**config.mk**
```make
export PLATFORM = sky130hd
export DESIGN_NAME = atg_gate
export DESIGN_NICKNAME = d
export VERILOG_FILES = /design/src/atg_pkg.sv /design/src/atg_tmr.sv /design/src/atg_div.sv /design/src/atg_gate.sv
export SDC_FILE = /design/constraint.sdc
export NUM_CORES = 2
export LEC_CHECK = 0
export ABC_CLOCK_PERIOD_IN_PS = 17500
export BUFFER_PORTS_ARGS = -buffer_cell sky130_fd_sc_hd__buf_2
export CORE_UTILIZATION = 65
export DETAILED_ROUTE_END_ITERATION = 6
export PLACE_DENSITY = 0.82
export SYNTH_ARGS = -nofsm -noshare
export SYNTH_HDL_FRONTEND = slang
export SYNTH_HIERARCHICAL = 1
export SYNTH_SLANG_ARGS = --single-unit
```
**constraint.sdc**
```tcl
create_clock -name mclk -period 17.5 [get_ports mclk]
set_input_delay 2.625 -clock mclk [delete_from_list [all_inputs] [get_ports mclk]]
set_output_delay 2.625 -clock mclk [all_outputs]
set_load 0.1 [all_outputs]
```
**src/atg_pkg.sv**
```systemverilog
/*
  shared constants, register map and state types of the
  acquisition trigger gate.
  assumes a 100 MHz mclk and 32-bit apb data.
*/
`default_nettype none
package atg_pkg;
  // ==========================================================
  // clock and timing
  localparam int CLK_NS = 10;
  localparam int US_NS = 1000;
  localparam int SEC_NS = 1000000000;
  localparam int CYC_PER_US = US_NS / CLK_NS;
  localparam int CLK_HZ = SEC_NS / CLK_NS;
  localparam int TW = 36; // time counter width
  localparam int DW = 32; // divider width
  localparam int CYC_W = 7; // width of cycles per us

  // ==========================================================
  // register offsets (byte addresses)
  localparam logic [7:0] A_CTRL = 8'h00;
  localparam logic [7:0] A_EXPO = 8'h04;
  localparam logic [7:0] A_TBASE = 8'h08;
  localparam logic [7:0] A_ROI = 8'h0C;
  localparam logic [7:0] A_C1 = 8'h10;
  localparam logic [7:0] A_C2 = 8'h14;
  localparam logic [7:0] A_RATE = 8'h18;
  localparam logic [7:0] A_STAT = 8'h1C;
  localparam logic [7:0] A_DROP = 8'h20;

  // ==========================================================
  // field positions
  localparam int C_HW = 0;
  localparam int C_NOV = 1;
  localparam int C_RATE = 2;
  localparam int C_LINE = 4;
  localparam int LINE_W = 2;
  localparam int N_LINES = 4;

  // ==========================================================
  // reset values and minimum writable values
  localparam logic [1:0] RST_LINE = 2'h2;
  localparam logic [11:0] RST_RAW = 12'h001;
  localparam logic [11:0] RAW_MIN = 12'h001;
  localparam logic [15:0] RST_TBASE = 16'h0014;
  localparam logic [15:0] TBASE_MIN = 16'h0001;
  localparam logic [11:0] RST_ROI = 12'h1E0;
  localparam logic [15:0] RST_C1 = 16'h0064;
  localparam logic [15:0] RST_C2 = 16'h03E8;
  localparam logic [15:0] RST_RATE = 16'h000A;

  // ==========================================================
  // state of the gate
  typedef struct packed {
    logic [2:0] sync;
    logic hw_en;
    logic no_ovl;
    logic rate_en;
    logic [LINE_W-1:0] line_sel;
    logic [11:0] raw;
    logic [15:0] tbase;
    logic [11:0] roi;
    logic [15:0] c1;
    logic [15:0] c2;
    logic [15:0] rate;
    logic permit;
    logic [N_LINES-1:0] out_line;
    logic [15:0] drops;
    logic ovl;
    logic [TW-1:0] per_cnt;
    logic [TW-1:0] prev_len;
    logic [31:0] prdata;
    logic pslverr;
    logic div_go;
  } atg_st_t;
endpackage
`default_nettype wire

```
**src/atg_tmr.sv**
```systemverilog
/*
  loadable down counter used for exposure, readout and pacing.
  assumes load and value come from logic on mclk.
*/
`timescale 1ns/1ps
`default_nettype none
module atg_tmr #(
  parameter int W = 36
) (
  // clock and reset
  input wire logic mclk,
  input wire logic arst_n,
  // control
  input wire logic load,
  input wire logic [W-1:0] value,
  // state
  output logic [W-1:0] cnt
);
  typedef struct packed {
    logic [W-1:0] cnt;
  } atg_tmr_st_t;

  atg_tmr_st_t q, d;

  generate
    if (W < 2) begin : g_chk
      $error("atg_tmr width too small");
    end
  endgenerate

  // ==========================================================
  // count down to zero, reload on request
  always_comb begin
    d = q;
    if (load) begin
      d.cnt = value;
    end else if (q.cnt != '0) begin
      d.cnt = q.cnt - W'(1);
    end
  end

  always_ff @(posedge mclk or negedge arst_n) begin
    if (!arst_n) begin
      q <= '0;
    end else begin
      q <= d;
    end
  end

  assign cnt = q.cnt;
endmodule
`default_nettype wire

```
**src/atg_div.sv**
```systemverilog
/*
  restoring divider: quotient of a fixed dividend by divisor.
  assumes go is a one-cycle pulse; result holds until next go.
*/
`timescale 1ns/1ps
`default_nettype none
module atg_div #(
  parameter int W = 32,
  parameter logic [31:0] DIVIDEND = 32'h05F5E100
) (
  // clock and reset
  input wire logic mclk,
  input wire logic arst_n,
  // request
  input wire logic go,
  input wire logic [W-1:0] divisor,
  // result
  output logic [W-1:0] quo,
  output logic busy
);
  typedef struct packed {
    logic [W:0] rem;
    logic [W-1:0] q;
    logic [5:0] step;
    logic busy;
  } atg_div_st_t;

  atg_div_st_t q, d;
  logic [W:0] trial;

  generate
    if (W < 2 || W > 32) begin : g_chk
      $error("atg_div width out of range");
    end
  endgenerate

  // ==========================================================
  // one quotient bit per cycle, msb first
  always_comb begin
    d = q;
    trial = {q.rem[W-1:0], q.q[W-1]};
    if (go) begin
      d.rem = '0;
      d.q = DIVIDEND[W-1:0];
      d.step = 6'(W);
      d.busy = 1'b1;
    end else if (q.busy) begin
      if (trial >= {1'b0, divisor}) begin
        d.rem = trial - {1'b0, divisor};
        d.q = {q.q[W-2:0], 1'b1};
      end else begin
        d.rem = trial;
        d.q = {q.q[W-2:0], 1'b0};
      end
      d.step = q.step - 6'h01;
      d.busy = (q.step != 6'h01);
    end
  end

  always_ff @(posedge mclk or negedge arst_n) begin
    if (!arst_n) begin
      q <= '0;
    end else begin
      q <= d;
    end
  end

  assign quo = q.q;
  assign busy = q.busy;
endmodule
`default_nettype wire

```
**src/atg_gate.sv**
```systemverilog
/*
  acquisition trigger gate: qualifies hardware triggers against
  exposure and readout state, drives the permit output and routes
  it to an output line; registers over apb.
  assumes trig_in is asynchronous, apb on mclk, 100 MHz clock.
*/
`timescale 1ns/1ps
`default_nettype none
// Behaviour
// - period <= exposure+readout flags overlapped frame
// - longer period flags a non-overlapped frame
// - no mode bit; overlap follows trigger timing
// - drop triggers breaking either overlap constraint
// - no-overlap variant waits for readout end
// - permit high when safe, low after start
// - permit rise from exposure, roi, readout
// - frame-rate limit paces permit rises exactly
// - too-high rate limit yields the natural maximum
// - starts while permit low are ignored
// - permit only while hardware triggering enabled
// - permit routed to line 2, reassignable
// - exposure is raw count times time base
// - readout is height times c1 plus c2
module atg_gate #(
  parameter int TW = atg_pkg::TW
) (
  // clock and reset
  input wire logic mclk,
  input wire logic arst_n,
  // apb slave
  input wire logic psel,
  input wire logic penable,
  input wire logic pwrite,
  input wire logic [7:0] paddr,
  input wire logic [31:0] pwdata,
  output logic [31:0] prdata,
  output logic pready,
  output logic pslverr,
  // trigger pin and outputs
  input wire logic trig_in,
  output logic acq_permit_out,
  output logic [atg_pkg::N_LINES-1:0] out_line,
  output logic exp_active,
  output logic ro_active
);
  atg_pkg::atg_st_t q, d;
  logic [TW-1:0] exp_cnt, ro_cnt, pace_cnt;
  logic [TW-1:0] exp_len, ro_len, pace_val;
  logic [atg_pkg::DW-1:0] quo;
  logic div_busy;
  logic trig_edge, acq_start, pace_on, safe, hit, wr_acc;
  logic ro_load;
  logic pace_ok, pace_load, permit_nx, hw_off;
  logic [31:0] rdata;

  localparam logic [atg_pkg::CYC_W-1:0] CYC_W_ONE =
    atg_pkg::CYC_W'(atg_pkg::CYC_PER_US);

  generate
    if (TW < atg_pkg::TW) begin : g_chk
      $error("atg_gate time width too small");
    end
  endgenerate

  // ==========================================================
  // timers and rate divider
  atg_tmr #(.W(TW)) u_exp (
    .mclk(mclk),
    .arst_n(arst_n),
    .load(acq_start),
    .value(exp_len),
    .cnt(exp_cnt)
  );

  atg_tmr #(.W(TW)) u_ro (
    .mclk(mclk),
    .arst_n(arst_n),
    .load(ro_load),
    .value(ro_len),
    .cnt(ro_cnt)
  );

  atg_tmr #(.W(TW)) u_pace (
    .mclk(mclk),
    .arst_n(arst_n),
    .load(pace_load),
    .value(pace_val),
    .cnt(pace_cnt)
  );

  atg_div #(
    .W(atg_pkg::DW),
    .DIVIDEND(32'(atg_pkg::CLK_HZ))
  ) u_div (
    .mclk(mclk),
    .arst_n(arst_n),
    .go(q.div_go),
    .divisor(32'(q.rate)),
    .quo(quo),
    .busy(div_busy)
  );

  // ==========================================================
  // durations and safe-start decision
  always_comb begin
    exp_len = TW'(q.raw) * TW'(q.tbase) * TW'(CYC_W_ONE);
    ro_len = TW'(q.roi) * TW'(q.c1) + TW'(q.c2);
    pace_val = TW'(quo);
    pace_on = q.rate_en && (q.rate != '0);
    trig_edge = q.sync[1] && !q.sync[2];
    ro_load = (exp_cnt == TW'(1)); // readout follows exposure
    // a start may not fall in a running exposure, and the new
    // exposure must outlast the previous readout
    safe = (exp_cnt == '0) && (q.no_ovl ? (ro_cnt <= TW'(1))
         : (ro_cnt <= exp_len));
    // pacing gates only the rise, timed from the previous rise, so a
    // late source does not stretch the period; a rate above the
    // natural maximum leaves the other terms in charge
    pace_ok = !pace_on || (!div_busy && (pace_cnt <= TW'(1)));
    wr_acc = psel && penable && pwrite;
    // safety rechecked so a mode change cannot let a start slip
    acq_start = trig_edge && q.permit && q.hw_en && safe;
    hw_off = wr_acc && (paddr == atg_pkg::A_CTRL)
           && !pwdata[atg_pkg::C_HW];
    permit_nx = q.hw_en && safe && !acq_start && !hw_off
              && (q.permit || pace_ok);
    pace_load = pace_on && permit_nx && !q.permit;
  end

  // ==========================================================
  // read mux and address decode
  always_comb begin
    hit = 1'b1;
    rdata = '0;
    case (paddr)
      atg_pkg::A_CTRL: begin
        rdata[atg_pkg::C_HW] = q.hw_en;
        rdata[atg_pkg::C_NOV] = q.no_ovl;
        rdata[atg_pkg::C_RATE] = q.rate_en;
        rdata[atg_pkg::C_LINE +: atg_pkg::LINE_W] = q.line_sel;
      end
      atg_pkg::A_EXPO: rdata[11:0] = q.raw;
      atg_pkg::A_TBASE: rdata[15:0] = q.tbase;
      atg_pkg::A_ROI: rdata[11:0] = q.roi;
      atg_pkg::A_C1: rdata[15:0] = q.c1;
      atg_pkg::A_C2: rdata[15:0] = q.c2;
      atg_pkg::A_RATE: rdata[15:0] = q.rate;
      atg_pkg::A_STAT: begin
        rdata[4:0] = {q.ovl, pace_cnt != '0, ro_cnt != '0,
                      exp_cnt != '0, q.permit};
      end
      atg_pkg::A_DROP: rdata[15:0] = q.drops;
      default: hit = 1'b0;
    endcase
  end

  // ==========================================================
  // next state
  always_comb begin
    d = q;
    d.sync = {q.sync[1:0], trig_in};
    d.div_go = 1'b0;
    // read data captured in the setup cycle
    if (psel && !penable) begin
      d.prdata = pwrite ? 32'h0 : rdata;
      d.pslverr = !hit;
    end
    if (wr_acc) begin
      case (paddr)
        atg_pkg::A_CTRL: begin
          d.hw_en = pwdata[atg_pkg::C_HW];
          d.no_ovl = pwdata[atg_pkg::C_NOV];
          d.rate_en = pwdata[atg_pkg::C_RATE];
          d.line_sel = pwdata[atg_pkg::C_LINE +: atg_pkg::LINE_W];
        end
        atg_pkg::A_EXPO: begin
          if (pwdata[11:0] >= atg_pkg::RAW_MIN) begin
            d.raw = pwdata[11:0];
          end
        end
        atg_pkg::A_TBASE: begin
          if (pwdata[15:0] >= atg_pkg::TBASE_MIN) begin
            d.tbase = pwdata[15:0];
          end
        end
        atg_pkg::A_ROI: d.roi = pwdata[11:0];
        atg_pkg::A_C1: d.c1 = pwdata[15:0];
        atg_pkg::A_C2: d.c2 = pwdata[15:0];
        atg_pkg::A_RATE: begin
          d.rate = pwdata[15:0];
          d.div_go = 1'b1;
        end
        atg_pkg::A_DROP: d.drops = '0;
        default: d.drops = d.drops;
      endcase
    end
    // dropped triggers count; a drop beats a clear
    if (trig_edge && !acq_start) begin
      d.drops = (wr_acc && paddr == atg_pkg::A_DROP) ? 16'h0001
              : q.drops + 16'h0001;
    end
    // permit falls on start, rises once safe again
    d.permit = permit_nx;
    // period tracking and overlap classification
    if (acq_start) begin
      d.ovl = (q.per_cnt <= q.prev_len);
      d.prev_len = exp_len + ro_len;
      d.per_cnt = TW'(1);
    end else if (q.per_cnt != '1) begin
      d.per_cnt = q.per_cnt + TW'(1);
    end
    // route permit to the selected line
    for (int i = 0; i < atg_pkg::N_LINES; i++) begin
      d.out_line[i] = d.permit && (d.line_sel == i[atg_pkg::LINE_W-1:0]);
    end
  end

  // ==========================================================
  // state register
  always_ff @(posedge mclk or negedge arst_n) begin
    if (!arst_n) begin
      q <= '0;
      q.line_sel <= atg_pkg::RST_LINE;
      q.raw <= atg_pkg::RST_RAW;
      q.tbase <= atg_pkg::RST_TBASE;
      q.roi <= atg_pkg::RST_ROI;
      q.c1 <= atg_pkg::RST_C1;
      q.c2 <= atg_pkg::RST_C2;
      q.rate <= atg_pkg::RST_RATE;
      q.div_go <= 1'b1;
    end else begin
      q <= d;
    end
  end

  // ==========================================================
  // outputs
  assign prdata = q.prdata;
  assign pslverr = q.pslverr & psel & penable;
  assign pready = 1'b1;
  assign acq_permit_out = q.permit;
  assign out_line = q.out_line;
  assign exp_active = (exp_cnt != '0);
  assign ro_active = (ro_cnt != '0);

  // ==========================================================
  // checks
  property p_fall;
    @(posedge mclk) disable iff (!arst_n)
    acq_start |=> !acq_permit_out;
  endproperty
  a_fall: assert property (p_fall) else $error("permit stayed high");

  property p_ignore;
    @(posedge mclk) disable iff (!arst_n)
    (trig_edge && !acq_permit_out && exp_cnt == '0) |=> exp_cnt == '0;
  endproperty
  a_ignore: assert property (p_ignore) else $error("start while low");

  property p_exp_len;
    @(posedge mclk) disable iff (!arst_n)
    acq_start |=> exp_cnt == $past(exp_len);
  endproperty
  a_exp_len: assert property (p_exp_len) else $error("bad exposure");

  property p_ro_len;
    @(posedge mclk) disable iff (!arst_n)
    ro_load |=> ro_cnt == $past(ro_len);
  endproperty
  a_ro_len: assert property (p_ro_len) else $error("bad readout");

  property p_nov;
    @(posedge mclk) disable iff (!arst_n)
    (acq_start && q.no_ovl) |-> ro_cnt == '0 && exp_cnt == '0;
  endproperty
  a_nov: assert property (p_nov) else $error("overlap in no-overlap");

  property p_guard;
    @(posedge mclk) disable iff (!arst_n)
    acq_start |-> exp_cnt == '0 && ro_cnt <= exp_len;
  endproperty
  a_guard: assert property (p_guard) else $error("unsafe start");

  property p_hw;
    @(posedge mclk) disable iff (!arst_n)
    !q.hw_en |=> !acq_permit_out;
  endproperty
  a_hw: assert property (p_hw) else $error("permit while disabled");

  property p_route;
    @(posedge mclk) disable iff (!arst_n)
    out_line == (acq_permit_out ? (4'h1 << q.line_sel) : 4'h0);
  endproperty
  a_route: assert property (p_route) else $error("bad line routing");

  property p_pace;
    @(posedge mclk) disable iff (!arst_n)
    (pace_load && quo >= 32'h4) |=>
      pace_cnt == TW'($past(quo)) && acq_permit_out;
  endproperty
  a_pace: assert property (p_pace) else $error("bad pacing");

  property p_ovl;
    @(posedge mclk) disable iff (!arst_n)
    acq_start |=> q.ovl == ($past(q.per_cnt) <= $past(q.prev_len));
  endproperty
  a_ovl: assert property (p_ovl) else $error("bad overlap flag");
endmodule
`default_nettype wire

```
### Yosys cells after proc, flatten, opt, wreduce, memory -nomap -nowiden

Cells that the tools add are included.

| word-level totals | value |
|---|---|
| register bits after elaboration | 403 |
| bits of input ports | 46 |
| word-level logic and storage cells | 156 |
| output and inout bits | 41 |

| operators by class | value |
|---|---|
| mux-type cells | 36 |
| reduce and logical (&&, ||, !) cells | 58 |
| equality and inequality tests | 14 |
| $lt $le $gt $ge | 7 |
| bitwise gates (word level) | 2 |
| add/sub/neg operators | 9 |
| $mul | 3 |

Operators by type and width:

| cell | number |
|---|---|
| 36-bit 2-to-1 mux | 8 |
| 16-bit 2-to-1 mux | 10 |
| 71-bit 2-to-1 mux | 2 |
| 36-bit nonzero test | 3 |
| 36-bit by 1-bit subtractor with 36-bit output, second input constant | 3 |
| 90-bit 2-to-1 mux | 1 |
| 36-bit by 1-bit <= comparator with 1-bit output, second input constant | 2 |
| 64-bit 2-to-1 mux | 1 |
| 12-bit by 16-bit multiplier with 28-bit output | 2 |
| 6-bit one-hot mux with 7 select lines | 1 |
| 35-bit by 29-bit adder with 36-bit output | 1 |
| 36-bit by 1-bit adder with 36-bit output, second input constant | 1 |
| 36-bit by 1-bit == test with 1-bit output, second input constant | 1 |
| 36-bit by 35-bit <= comparator with 1-bit output | 1 |
| 36-bit <= comparator | 1 |
| 36-bit zero test | 1 |
| 12-bit 2-to-1 mux | 3 |
| 36-bit inequality test, second input constant | 1 |
| 33-bit by 16-bit greater-or-equal comparator with 1-bit output | 1 |
| 28-bit by 5-bit multiplier with 33-bit output, second input constant | 1 |
| 8-bit by 5-bit == test with 1-bit output, second input constant | 4 |
| 32-bit by 16-bit subtractor with 32-bit output | 1 |
| 28-bit by 16-bit adder with 29-bit output | 1 |
| 3-bit one-hot mux with 9 select lines | 1 |
| 26 further kinds | 77 |

### Depth between registers and ports, before layout

| logic depth | value |
|---|---|
| word-level depth | 13 |
| mapped depth | 54 |
| depth with buffers taken out | 49 |

### Hierarchy

Netlist, hierarchy kept.

By module, submodules not included:

| module | cells an instance | times used | area an instance (µm²) | seq. area each (µm²) |
|---|---|---|---|---|
| atg_gate | 3115 | 1 | 28187.0 | 5230.0 |
| atg_tmr | 255 | 3 | 2279.7 | 900.9 |
| atg_div | 598 | 1 | 5288.8 | 1776.7 |

### Worst setup path after synthesis

Ideal clock, no wire load.

| timing path | value |
|---|---|
| path type | register to register |
| start point | register q[192] in the netlist's numbering |
| end point | register u_exp.q (netlist bit u_exp/cnt[0]) |
| setup slack | 6.374 ns |
| required time | 17.364 ns |
| cell stages (with the launch flop) | 47 |
| setup time | 0.136 ns |
| arrival time | 10.990 ns |
| buffers on the path | 5 |
| period minus slack after synthesis | 11.126 ns |
| cells stage by stage | dfstp_2 clkbuf_1 nand2_1 fa_1 inv_1 fa_1 fa_1 fa_1 inv_1 fa_1 inv_1 ha_1 a21o_1 a21o_1 o21ai_0 o31ai_1 or4_1 nand3_1 [... 11 more ...] a22o_1 a311oi_1 xnor2_1 inv_1 ha_1 nor2b_1 nand4_1 nor4_1 a41oi_2 a211o_1 buf_2 inv_4 buf_2 clkbuf_1 clkbuf_1 nor2_1 a21oi_1 a21oi_1 |

| between the ends | value |
|---|---|
| word-level cells in the longest chain between the ends | 7 |
| elaborated cells on any way between the ends | 8 |
| classes of those cells | mul (2); order compare (1); mux (2); reduce/logical (3) |

RTL lines:

| element | line | text |
|---|---|---|
| from (decl) | atg_gate.sv:46 | `atg_pkg::atg_st_t q, d;` |
| 12-bit by 16-bit multiplier with 28-bit output * | atg_gate.sv:106 | `exp_len = TW'(q.raw) * TW'(q.tbase) * TW'(CYC_W_ONE);` |
| 28-bit by 5-bit multiplier with 33-bit output * | atg_gate.sv:106 |  |
| named net exp_len[31] | atg_gate.sv:48 | `logic [TW-1:0] exp_len, ro_len, pace_val;` |
| 36-bit by 35-bit <= comparator with 1-bit output * | atg_gate.sv:115 | `: (ro_cnt <= exp_len));` |
| 1-bit 2-to-1 mux * | atg_gate.sv:114 | `safe = (exp_cnt == '0) && (q.no_ovl ? (ro_cnt <= TW'(1))` |
| 1-bit logical AND * | atg_gate.sv:114 |  |
| 1-bit logical AND * | atg_gate.sv:122 | `acq_start = trig_edge && q.permit && q.hw_en && safe;` |
| named net acq_start | atg_gate.sv:51 | `logic trig_edge, acq_start, pace_on, safe, hit, wr_acc;` |
| 36-bit 2-to-1 mux / 2-bit nonzero test (equally long branches) | -- |  |
| to (signal assigned) | atg_tmr.sv:44 | `q <= '0;` |
| to (signal assigned) | atg_tmr.sv:46 | `q <= d;` |
| to (decl) | atg_tmr.sv:23 | `atg_tmr_st_t q, d;` |

Mark *: on every way through the listed nets, which the timed path passes. The rest lies on a longest branch.
A chain may end at the register's enable or synchronous reset.

==> impl_metrics.ini <==
[die]
start_util = 0.6630
die_y_um = 251.0
coreArea_um2 = 60810
die-width_um = 251.0
io_pins = 87
dieArea_um2 = 63020
num_rows = 90

[synthesis]
syn_avg_cell_area_um2 = 9.003
synth_edf_count = 0
seq_area_frac_synth = 0.2408
yosys_warnings = 6
synth_ff_type = dfrtp_1
ys_async_sr_fraction = 1.000
synth_area_um2 = 40310
ys_ff_latch = 387
synthCells = 4478
synth.distinct_cells = 96

[cts]
cts_max_path_buffers = 3
clk_pin_slew_worst_paths_ns = 0.06
cts_sinks = 387
hold_buffers = 0
cts_tree = yes
cts-buffers-inserted = 45
ctsRootBufferMaster = clkbuf_16
htree_levels = 2
clk_latency_ns = 0.59
cts_resized = 0
postCtsSetupBuffers = 0

[pwr]
power.internal_mw = 1.848
seqPwrFrac = 0.414
p_switching_uw = 922.1
power.leakage_nw = 20.65
p_total_mw = 2.770
swShare = 0.3329
clockPowerShare = 0.352
vdd_ir_drop_max_mv = 0.07366
p_per_area_nw_per_um2 = 65.73
p_comb_frac = 0.234

[run]
cap_violations = 0

[place]
port_buffers = 53
place.gp.congestion = 0.9824
place_area_um2 = 40620
hpwl_um = 75890

[sta]
hold_violations = 0
setup_viol = 0
final.period_utilization = 0.7860
finalMaxSlewViolations = 0
setup-tns-final_ns = 0
period_minus_slack_ns = 13.75
holdWs_ns = 0.3533
maxSlewHeadroom = 0.2021
skew_ns = 0.03307
max_freq_ghz = 0.07270
rsz0062_at_grt = false
worst_pin_slew_ns = 1.187

[grt]
antenna_found_initial = 3
grt_pass1_wl_um = 166700
overflow = 0
grt_use_total = 0.3294
grt_max_degree = 173
grt_pass1_vias = 32475

[worst_setup_path]
crit_required_ns = 18.00
r2r-start = q[209]$_DFFE_PN0P_
critPathKind = reg2reg
end_kind = flop
cpPeakStageDelay_ns = 0.91
cp-startpoint = q[209]$_DFFE_PN0P_
critPathArrivalTime_ns = 14.25
crit_fanout = 32
slowest_stage = a211oi_1
cp-start-kind = flop
cpMostUsedCell = inv_1

[cells_and_area]
final_nets = 5121
multi_input_area_um2 = 27330
fin_area_um2 = 42140
seqCellArea_um2 = 9713
area_growth_pct = 4.528
drive_gt1_frac = 0.08011
fillers = 4709
final_util = 0.6930

[routing]
drt-pass1-iter-count = 6
viasPerCell = 6.269
drtIter0Drc = 2888
vias = 32610
wl_per_cell_um = 19.77
drc = 0
ant_nets = 0
routed_wl_um = 102900

[hold_path]
min-delay-path-class = reg2reg
min_from = d[222]$_DFF_PN0_

[outcome]
outcome = completed
-- through the flow --
stage,setup slack (ns),instances
global route,2.906,5201
finish,3.746,5202
global placement,4.264,5122
detailed placement,3.986,5122
CTS,3.933,5201
floorplan,6.374,4523
-- final cells by class --
class | count | area share
diodes | 1 | 0.00005938
clock buffers | 63 | 0.03121
clock inverters | 16 | 0.004840
inverters | 561 | 0.05003
multi-input cells | 3312 | 0.6485
flip-flops and latches | 387 | 0.2305
well taps | 782 | 0.02322
repair buffers | 80 | 0.01164
-- final timing paths --
path,to,slack (ns),depth (start not counted)
max in group asynchronous,q[201]$_DFFE_PN0P_,13.23,3
min reg2reg,d[223]$_DFF_PN0_,0.35,0
min in group asynchronous,q[50]$_DFFE_PN0N_,2.12,1
max reg2reg,u_pace/cnt[25]$_DFFE_PN0P_,3.75,46
min,d[223]$_DFF_PN0_,0.35,0
max,u_pace/cnt[25]$_DFFE_PN0P_,3.75,46
-- flip-flops by register name (all words and copies together), names as in the netlist --
| signal | cells |
|---|---|
| acq_permit_out | 1 |
| d | 2 |
| out_line | 4 |
| prdata | 16 |
| q | 185 |
| u_div/busy | 1 |
| u_div/q | 38 |
| u_div/quo | 32 |
| u_exp/cnt | 36 |
| u_pace/cnt | 36 |
| u_ro/cnt | 36 |
-- power groups by stage --
| stage | Sequential, mW | Clock [mW] | Combinational, mW |
|---|---|---|---|
| 3_3_place_gp | 1.15 | 0 | 0.609 |
| 4_1_cts | 1.14 | 0.985 | 0.636 |
| 2_1_floorplan | 1.10 | 0 | 0.532 |
| 6_report | 1.15 | 0.975 | 0.648 |
| 5_1_grt | 1.16 | 1.02 | 0.719 |
| 3_5_place_dp | 1.16 | 0 | 0.629 |
-- critical path, delay by kind of cell, from the launching register on --
family,cells,cell delay (ns)
AO/OA/AOI/OAI,13,3.28
XOR/XNOR,2,1.00
adder cells (fa/ha/maj),11,4.76
buffers and inverters,8,0.81
flip-flops,1,0.89
AND/OR/NAND/NOR,12,2.88
-- per-layer routing --
metal,GRT usage,vias to the layer above,wire (um)
met5,0,-,0
met4,0.1373,0,3988
met3,0.07155,293,9084
met2,0.5351,1376,48980
met1,0.4273,16016,40800
li1,-,14925,-
-- synth_stat cells, types with 11 or more instances --
master,instances,area [um^2]
inv_1,555,2083
nand2_1,419,1573
dfrtp_1,367,9184
ha_1,367,4592
fa_1,321,6426
nor2_1,290,1089
a21oi_1,201,1006
and2_1,164,1026
clkbuf_1,149,559.3
o21ai_0,141,705.7
xnor2_1,130,1139
mux2_2,105,1182
nand3_1,95,475.5
nor3_1,88,440.4
mux2i_1,80,800.8
nand4_1,78,488.0
xor2_1,73,639.4
nor4_1,72,450.4
a21o_1,70,525.5
buf_4,70,525.5
or3_1,42,262.8
a211oi_1,39,292.8
and3_1,35,219.0
a31oi_1,32,200.2
nand2b_1,32,200.2
o21a_1,27,202.7
buf_2,23,115.1
o22ai_1,23,143.9
nor2b_1,21,131.4
dfstp_2,20,525.5
o2111a_1,19,214.0
o21ai_1,18,90.09
o31ai_1,18,135.1
and4_1,17,148.9
or4_1,17,127.6
or2_2,14,87.58
o21bai_1,13,97.59
o41ai_1,13,113.9
a22oi_1,12,90.09
buf_1,11,41.29
-- cells by family after synthesis --
| group | Yosys count | share of synthesized area |
|---|---|---|
| AND/OR/NAND/NOR | 1431 | 0.1793 |
| buffers and inverters | 824 | 0.08609 |
| AO/OA/AOI/OAI | 755 | 0.1258 |
| adder cells (fa/ha/maj) | 688 | 0.2733 |
| flip-flops | 387 | 0.2408 |
| XOR/XNOR | 204 | 0.04466 |
| multiplexers | 187 | 0.04975 |
| other | 2 | 0.0001863 |
-- layout by cell type (no fill, tap or decap), drive strengths merged, types with 107 or more instances in the layout --
master,n
ha,367
nand2,419
nor2,292
o21ai,159
and2,164
dfrtp,367
a21oi,205
fa,321
inv,561
xnor2,130
mux2,107
No activity file was read; power rests on OpenSTA's default activity.
